**config.mk**
```make
export PLATFORM = sky130hd
export DESIGN_NAME = tppwm_top
export DESIGN_NICKNAME = d
export VERILOG_FILES = /design/src/rtl/tppwm_pkg.sv /design/src/rtl/tppwm_dead_time.sv /design/src/rtl/tppwm_top.sv
export VERILOG_INCLUDE_DIRS = /design/src /design/src/rtl
export SDC_FILE = /design/constraint.sdc
export NUM_CORES = 2
export LEC_CHECK = 0
export BUFFER_PORTS_ARGS = -buffer_cell sky130_fd_sc_hd__buf_2
export CAP_MARGIN = 40
export CELL_PAD_IN_SITES_DETAIL_PLACEMENT = 1
export CELL_PAD_IN_SITES_GLOBAL_PLACEMENT = 1
export CORE_ASPECT_RATIO = 1.4
export CORE_UTILIZATION = 40
export DETAILED_ROUTE_END_ITERATION = 8
export GPL_TIMING_DRIVEN = 0
export PLACE_DENSITY_LB_ADDON = 0.1
export SLEW_MARGIN = 30
export SYNTH_ARGS = -nofsm -noshare
export SYNTH_HDL_FRONTEND = slang
export SYNTH_SLANG_ARGS = --single-unit
```
**constraint.sdc**
```tcl
create_clock -name clk -period 22.9 [get_ports clk]
set_input_delay 3.435 -clock clk [delete_from_list [all_inputs] [get_ports clk]]
set_output_delay 3.435 -clock clk [all_outputs]
set_load 0.02 [all_outputs]
```
**src/rtl/tppwm_map.svh**
```systemverilog
// constants for the three-phase pwm generator with adc trigger
`ifndef TPPWM_MAP_SVH
`define TPPWM_MAP_SVH
`define TPPWM_CLK_HZ 40000000
`define TPPWM_CARRIER_HZ 20000
`define TPPWM_HALF_PERIOD (`TPPWM_CLK_HZ / (2 * `TPPWM_CARRIER_HZ))
`define TPPWM_DEAD_NS 4000
`define TPPWM_DEAD_CYC ((`TPPWM_DEAD_NS * (`TPPWM_CLK_HZ / 1000000) + 999) / 1000)
`define TPPWM_TRIG_NS 1000
`define TPPWM_TRIG_CYC ((`TPPWM_TRIG_NS * (`TPPWM_CLK_HZ / 1000000) + 999) / 1000)
`define TPPWM_CONV_NS 2000
`define TPPWM_CONV_CYC ((`TPPWM_CONV_NS * (`TPPWM_CLK_HZ / 1000000) + 999) / 1000)
`define TPPWM_CULL 1
`define TPPWM_IRQ_LEVEL 3'h4
`define TPPWM_SIN_90 9'h05A
`define TPPWM_SIN_330 9'h14A
`define TPPWM_SIN_240 9'h0F0
`define TPPWM_DEG_FULL 9'h168
`define TPPWM_DEG_HALF 9'h0B4
`define TPPWM_SIN_ONE 16'h4000
`define TPPWM_SIN_FRAC 14
`endif

```
**src/rtl/tppwm_pkg.sv**
```systemverilog
// types for the three-phase pwm generator
`default_nettype none
package tppwm_pkg;
  typedef enum logic [1:0] {
    TPPWM_MODE_DIRECT,
    TPPWM_MODE_COORD,
    TPPWM_MODE_LOCK
  } tppwm_mode_e;
  // d/q voltages (signed, full scale +-32767) and angle in degrees 0..359
  typedef struct packed {
    logic signed [15:0] d_volt;
    logic signed [15:0] q_volt;
    logic [8:0] angle_deg;
  } tppwm_dq_s;
  // top and bottom levels with enables, one bit per phase u,v,w
  typedef struct packed {
    logic [2:0] top;
    logic [2:0] bottom;
    logic [2:0] top_oe;
    logic [2:0] bottom_oe;
  } tppwm_gate_s;
endpackage
`default_nettype wire

```
**src/rtl/tppwm_dead_time.sv**
```systemverilog
// dead-time inserter for one phase leg
`timescale 1ns/1ps
`default_nettype none
`include "tppwm_map.svh"
module tppwm_dead_time #(
  parameter int DEAD_CYC = `TPPWM_DEAD_CYC
) (
  input wire logic clk, // system clock
  input wire logic sys_rst, // synchronous reset, high
  input wire logic pwm_in, // raw pwm from compare
  output logic top_out, // delayed top drive
  output logic bottom_out // delayed complementary drive
);
  localparam int CW = $clog2(DEAD_CYC + 1);
  logic [CW-1:0] cnt_reg;
  logic last_reg;
  logic top_reg;
  logic bottom_reg;

  // count restarts on every raw edge, so a short pulse never turns either side on
  always_ff @(posedge clk) begin
    if (sys_rst) begin
      last_reg <= 1'b0;
      cnt_reg <= '0;
    end else begin
      last_reg <= pwm_in;
      if (pwm_in != last_reg) begin
        cnt_reg <= '0;
      end else if (cnt_reg != CW'(DEAD_CYC)) begin
        cnt_reg <= cnt_reg + CW'(1);
      end
    end
  end

  always_ff @(posedge clk) begin
    if (sys_rst) begin
      top_reg <= 1'b0;
      bottom_reg <= 1'b0;
    end else if (pwm_in != last_reg) begin
      top_reg <= 1'b0;
      bottom_reg <= 1'b0;
    end else if (cnt_reg == CW'(DEAD_CYC - 1)) begin
      top_reg <= pwm_in;
      bottom_reg <= ~pwm_in;
    end
  end

  assign top_out = top_reg;
  assign bottom_out = bottom_reg;
endmodule // tppwm_dead_time
`default_nettype wire

```
**src/rtl/tppwm_top.sv**
```systemverilog
// three-phase complementary pwm generator with synchronous adc triggers
`timescale 1ns/1ps
`default_nettype none
`include "tppwm_map.svh"
// Notes on behaviour
// - coordinate mode derives u, v, w duties from d, q voltages and angle.
// - lock mode keeps the last duties every carrier period until left.
// - software can force all six phase outputs to high impedance.
// - both adc start triggers come once per carrier period, locked to it.
// - main counter sets carrier period and per-phase compare values.
// - a 4 us dead time is inserted into every phase pwm.
// - carrier is 20 kHz and every carrier period is used.
// - trigger timer runs synchronised to the main counter.
// - adc 0 trigger fires 1 us after the carrier valley.
// - adc 1 trigger fires 1 us after the carrier valley.
// - adc 0 done interrupt, level 4, about 2 us after its trigger.
// - adc 1 done interrupt, level 4, about 2 us after its trigger.
// - outputs high impedance until first started; then hi-z, high or low.
// - logic clock is an 8 MHz input multiplied by five in the real part.
// - direct mode uses three supplied duties with no transformation.
// - w voltage is minus u minus v; angles offset 90, 330, 240 degrees.
module tppwm_top #(
  parameter int HALF_PERIOD = `TPPWM_HALF_PERIOD,
  parameter int DEAD_CYC = `TPPWM_DEAD_CYC,
  parameter int TRIG_CYC = `TPPWM_TRIG_CYC,
  parameter int CONV_CYC = `TPPWM_CONV_CYC
) (
  input wire logic clk, // system clock, 40 MHz
  input wire logic sys_rst, // synchronous reset, high
  input wire logic drv_start, // pulse: start driving the outputs
  input wire logic drv_hiz, // level: force all six outputs to high impedance
  input wire tppwm_pkg::tppwm_mode_e drv_mode, // duty source mode
  input wire logic [15:0] duty_u, // direct duty u, counts of half period
  input wire logic [15:0] duty_v, // direct duty v
  input wire logic [15:0] duty_w, // direct duty w
  input wire tppwm_pkg::tppwm_dq_s dq_in, // coordinate-mode operands
  input wire logic [15:0] sin_val, // sine of sin_angle, q14 signed, from table outside
  output logic [8:0] sin_angle, // angle whose sine is requested
  output tppwm_pkg::tppwm_gate_s gate, // six phase outputs with enables
  output logic carrier_valley_event, // one-clock pulse at counter minimum
  output logic adc0_trigger_event, // one-clock start for adc 0
  output logic adc1_trigger_event, // one-clock start for adc 1
  output logic adc0_done_irq, // one-clock conversion done, adc 0
  output logic adc1_done_irq, // one-clock conversion done, adc 1
  output logic [2:0] adc_irq_level // priority level of the done interrupts
);
  localparam int PW = $clog2(HALF_PERIOD + 1);
  localparam int TW = $clog2(TRIG_CYC + CONV_CYC + 2);

  logic [PW-1:0] cnt_reg;
  logic down_reg;
  logic running_reg;
  logic [PW-1:0] cmp_reg [3];
  logic [PW-1:0] cmp_next [3];
  logic [2:0] raw_reg;
  logic [2:0] dt_top;
  logic [2:0] dt_bot;
  logic valley_reg;
  logic [TW-1:0] tcnt_reg;
  logic tact_reg;
  logic trig_reg;
  logic done_reg;

  // coordinate engine: four sine lookups, the u sum right after the second and the v sum right after the fourth
  logic [2:0] step_reg;
  logic signed [31:0] acc_reg;
  logic signed [31:0] vu_reg;
  logic signed [31:0] vv_reg;
  logic signed [31:0] prod;
  logic [8:0] ang_off;
  logic [9:0] ang_sum;

  // running up/down carrier counter; 20 kHz from the half-period count
  always_ff @(posedge clk) begin
    if (sys_rst) begin
      cnt_reg <= '0;
      down_reg <= 1'b0;
    end else if (down_reg) begin
      if (cnt_reg == PW'(1)) begin
        down_reg <= 1'b0;
      end
      cnt_reg <= cnt_reg - PW'(1);
    end else begin
      if (cnt_reg == PW'(HALF_PERIOD - 1)) begin
        down_reg <= 1'b1;
      end
      cnt_reg <= cnt_reg + PW'(1);
    end
  end

  // valley flag: every valley is used, culling 1/1
  always_ff @(posedge clk) begin
    if (sys_rst) begin
      valley_reg <= 1'b0;
    end else begin
      valley_reg <= down_reg && cnt_reg == PW'(1);
    end
  end

  always_comb begin
    ang_off = 9'h000;
    unique case (step_reg)
      3'h0: ang_off = `TPPWM_SIN_90;
      3'h1: ang_off = 9'h000;
      3'h2: ang_off = `TPPWM_SIN_330;
      3'h3: ang_off = `TPPWM_SIN_240;
      default: ang_off = 9'h000;
    endcase
    ang_sum = {1'b0, dq_in.angle_deg} + {1'b0, ang_off};
    if (ang_sum >= {1'b0, `TPPWM_DEG_FULL}) begin
      ang_sum = ang_sum - {1'b0, `TPPWM_DEG_FULL};
    end
    sin_angle = ang_sum[8:0];
  end

  // kept apart from the angle request so the outside sine path is no loop in one process
  always_comb begin
    prod = (step_reg[0] ? 32'(dq_in.q_volt) : 32'(dq_in.d_volt)) * 32'($signed(sin_val));
  end

  // one lookup per clock; the sine source must answer combinationally
  always_ff @(posedge clk) begin
    if (sys_rst) begin
      step_reg <= 3'h0;
      acc_reg <= '0;
      vu_reg <= '0;
      vv_reg <= '0;
    end else begin
      step_reg <= (step_reg == 3'h3) ? 3'h0 : step_reg + 3'h1;
      if (step_reg[0]) begin
        if (step_reg[1]) begin
          vv_reg <= acc_reg - (prod >>> `TPPWM_SIN_FRAC);
        end else begin
          vu_reg <= acc_reg - (prod >>> `TPPWM_SIN_FRAC);
        end
      end else begin
        acc_reg <= prod >>> `TPPWM_SIN_FRAC;
      end
    end
  end

  // map a signed voltage (+-32767) to a compare count of the half period
  function automatic logic [PW-1:0] volt_to_cmp(input logic signed [31:0] v);
    logic signed [47:0] scaled;
    scaled = (48'(v) + 48'sd32768) * 48'(HALF_PERIOD);
    if (scaled < 0) begin
      return '0;
    end else if (scaled >= (48'sd65536 * 48'(HALF_PERIOD))) begin
      return PW'(HALF_PERIOD);
    end
    return PW'(scaled >>> 16);
  endfunction

  always_comb begin
    cmp_next[0] = cmp_reg[0];
    cmp_next[1] = cmp_reg[1];
    cmp_next[2] = cmp_reg[2];
    unique case (drv_mode)
      tppwm_pkg::TPPWM_MODE_DIRECT: begin
        cmp_next[0] = PW'(duty_u);
        cmp_next[1] = PW'(duty_v);
        cmp_next[2] = PW'(duty_w);
      end
      tppwm_pkg::TPPWM_MODE_COORD: begin
        cmp_next[0] = volt_to_cmp(vu_reg);
        cmp_next[1] = volt_to_cmp(vv_reg);
        cmp_next[2] = volt_to_cmp(-vu_reg - vv_reg);
      end
      tppwm_pkg::TPPWM_MODE_LOCK: begin
        cmp_next[0] = cmp_reg[0];
        cmp_next[1] = cmp_reg[1];
        cmp_next[2] = cmp_reg[2];
      end
      default: begin
        cmp_next[0] = cmp_reg[0];
      end
    endcase
  end

  // compare values load only at the valley so a period never sees a torn duty
  always_ff @(posedge clk) begin
    if (sys_rst) begin
      cmp_reg[0] <= '0;
      cmp_reg[1] <= '0;
      cmp_reg[2] <= '0;
    end else if (down_reg && cnt_reg == PW'(1)) begin
      cmp_reg <= cmp_next;
    end
  end

  always_ff @(posedge clk) begin
    if (sys_rst) begin
      raw_reg <= 3'h0;
    end else begin
      for (int i = 0; i < 3; i++) begin
        raw_reg[i] <= cnt_reg < cmp_reg[i];
      end
    end
  end

  for (genvar g = 0; g < 3; g++) begin : g_leg
    tppwm_dead_time #(
      .DEAD_CYC(DEAD_CYC)
    ) u_dead (
      .clk(clk),
      .sys_rst(sys_rst),
      .pwm_in(raw_reg[g]),
      .top_out(dt_top[g]),
      .bottom_out(dt_bot[g])
    );
  end

  always_ff @(posedge clk) begin
    if (sys_rst) begin
      running_reg <= 1'b0;
    end else if (drv_start) begin
      running_reg <= 1'b1;
    end
  end

  always_ff @(posedge clk) begin
    if (sys_rst) begin
      gate <= '0;
    end else begin
      gate.top <= dt_top;
      gate.bottom <= dt_bot;
      gate.top_oe <= {3{running_reg && !drv_hiz}};
      gate.bottom_oe <= {3{running_reg && !drv_hiz}};
    end
  end

  // trigger timer restarts at each valley; both adcs share one compare
  // the event flops add a cycle, so each compare sits one count early (needs TRIG_CYC >= 2)
  always_ff @(posedge clk) begin
    if (sys_rst) begin
      tcnt_reg <= '0;
      tact_reg <= 1'b0;
      trig_reg <= 1'b0;
      done_reg <= 1'b0;
    end else begin
      trig_reg <= 1'b0;
      done_reg <= 1'b0;
      if (valley_reg) begin
        tcnt_reg <= TW'(1);
        tact_reg <= 1'b1;
      end else if (tact_reg) begin
        tcnt_reg <= tcnt_reg + TW'(1);
        if (tcnt_reg == TW'(TRIG_CYC - 1)) begin
          trig_reg <= 1'b1;
        end
        if (tcnt_reg == TW'(TRIG_CYC + CONV_CYC - 1)) begin
          done_reg <= 1'b1;
          tact_reg <= 1'b0;
        end
      end
    end
  end

  assign carrier_valley_event = valley_reg;
  assign adc0_trigger_event = trig_reg;
  assign adc1_trigger_event = trig_reg;
  assign adc0_done_irq = done_reg;
  assign adc1_done_irq = done_reg;
  assign adc_irq_level = `TPPWM_IRQ_LEVEL;
endmodule // tppwm_top
`default_nettype wire

```
==> run summary <==
1st-iter DRT viols - 688
Setup Viol. Count Final - 0
Num CTS Buffers - 17
# fillers - 9,404
Setup_tns - 0 ps
Routed Antenna Nets - 0
DRT Pass-1 Iters - 5
Initial antenna violation count - 1
CTS tree - yes
Gpl congestion - 0.908
DIE AREA - 81,600 um^2
Ant. Diodes - 0
Most used cell, CP - fa_1
Rel. slew slack - 0.409
Layer with the highest usage - met2
Crit. End Element - flip-flop
IO Pins - 140
Post-synth top cells - inv_1 (713), fa_1 (525), ha_1 (442)
Max FFs per register - 30
Placed cells - 4,759
Deepest clock path buffer count - 2
Routed wire length - 95,500 um
Max cap viols - 0
Final Max Tran Viols - 0
Arr. time, crit path - 12,150 ps
Worst flop-to-flop path startpoint - step_reg[0]$_SDFF_PP0_
GR Util met3 - 0.0141
Post-synth top area share - 0.327
H-Tree Depth - 4
Synth cell types - 93
Via/cell ratio - 5.22
Synth area leader - fa_1
Synth Register Bits - 155
Synth warnings - 0
IO Port Bufs - 117
Cell count after synthesis - 3,573
Vias in the first global route - 27.7k
Outcome - completed
Clk_skew - 20.2 ps
CTS root buf - clkbuf_16
Setup bufs post-CTS - 0
Synth-to-Final Area Change - 8.47%
Routed vias - 25.0k
Die W - 242 um
Syn_area_per_cell - 9.01 um^2
Critical path class - in2reg
Worst path slowest cell - fa_1
Hold Fails Final Rpt - 0
Hold Path Class - reg2reg
GRT Util Overall - 0.240
FFs w/ async S/R, synth - 0
Clock-pin slew on the worst setup and hold paths - 70 ps
Crit path time final - 11,860 ps
GR Util met1 - 0.256
Count leader, synth - inv_1
Setup crit start - dq_in[15]
Largest net degree at the start of global routing - 17
Fmax - 84.3 MHz
Clock Latency Late Sink - 460 ps
DRC errors left - 0
Startpoint Class - input pin
Core area - 79,400 um^2
Met2 global-route usage - 0.488
CTS sink cnt - 155
Part of the cycle the worst path needs - 0.518
Synth Flop Type - dfxtp_1
Mapped Area - 32,200 um^2
Register area share after synthesis - 0.0964
Crit Path Max Fanout - 10
RSZ-0062 raised after global routing - no
Post-synth EDFFs - 0
Tightest Pin Transition - 880 ps
Number of gates resized after cts - 0
Post-Layout Cell Count - 4,793
Final HPWL DP - 83,900 um
Post-CTS Hold Fix Bufs - 0
WL/cell - 19.9 um
Most area-consuming cells after synthesis - fa_1 (33%), ha_1 (17%), dfxtp_1 (9.6%), inv_1 (8.3%), nand2_1 (3.0%)
CP max stage delay - 580 ps
Net total in the final layout - 4,805
Layout cells sized above 1 - 0.0717
GRT overflow - 0
WP data required - 23,190 ps
Min-Delay Startpoint - cmp_reg[17]$_SDFFE_PP0P_
Starting Density - 0.406
Rows - 122
Die Ht - 338 um
First-pass GRT wire length - 152,000 um
-- through the flow --
step | utilization | setup slack (ps) | hold slack (ps) | area (um^2)
floorplan | - | 12160 | 425 | 32200
global placement | 0.430 | 10480 | 435 | 34100
detailed placement | 0.432 | 10490 | 442 | 34300
CTS | 0.440 | 10970 | 456 | 34900
global route | 0.440 | 10540 | 480 | 34900
finish | 0.440 | 11040 | 452 | 34900
-- per-layer routing --
layer / share of wire / vias to the layer above
met2: 0.56 / 277
met4: 0.036 / 0
li1: - / 11800
met1: 0.39 / 12800
met5: 0 / -
met3: 0.014 / 115
-- worst max-delay path: cells and delay by family --
family | cells | cell delay [ps]
xor gates and xnor gates | 1 | 380
AOI/OAI and AO/OA | 8 | 2130
adders and majority gates | 8 | 3730
and+or+nand+nor | 5 | 1240
muxes | 1 | 320
buffers and inverters | 7 | 900
-- cell type report --
cell class	instances	area [um^2]	area share
Buffer	96	412	0.0118
Timing Repair Buffer	134	726	0.0208
Inverter	716	2690	0.0770
Clock inverter	14	205	0.00588
Multi-Input combinational cell	2607	26000	0.746
Clock buffer	17	425	0.0122
Sequential cell	155	3100	0.0889
Tap cell	1054	1320	0.0378
-- kinds of logic after synthesis --
logic type,Yosys count,share of synthesized area
fa+ha+maj,967,0.498
simple gates,903,0.137
buf+inv,812,0.0963
compound gates,525,0.112
xor+xnor,162,0.0443
flops,155,0.0964
mux,47,0.0152
other cells,2,0.000233
-- placed cells by master (no fill, tap or decap), types with 34 or more instances in the layout --
cell type and n:
o21ai_0 86, nor3_1 40, xnor2_1 97, a211oi_1 34
inv_1 713, buf_2 128, a21o_1 69, dfxtp_1 155
xor2_1 59, and2_1 104, fa_1 525, clkbuf_1 71
nand3_1 66, nor2_1 227, a21oi_1 124, ha_1 442
nand2_1 255
-- final timing paths --
kind                              endpoint  slack, ps  cells past startpoint
setup / recovery   vv_reg[15]$_SDFFE_PP0P_      11040                     30
hold / removal    cmp_reg[17]$_SDFFE_PP0P_        450                      2
setup reg to reg   vv_reg[15]$_SDFFE_PP0P_      12410                     32
hold reg to reg   cmp_reg[17]$_SDFFE_PP0P_        450                      2
Power is not shown: default switching activity piles up to over one toggle a cycle in this logic, so the estimate is an artifact.
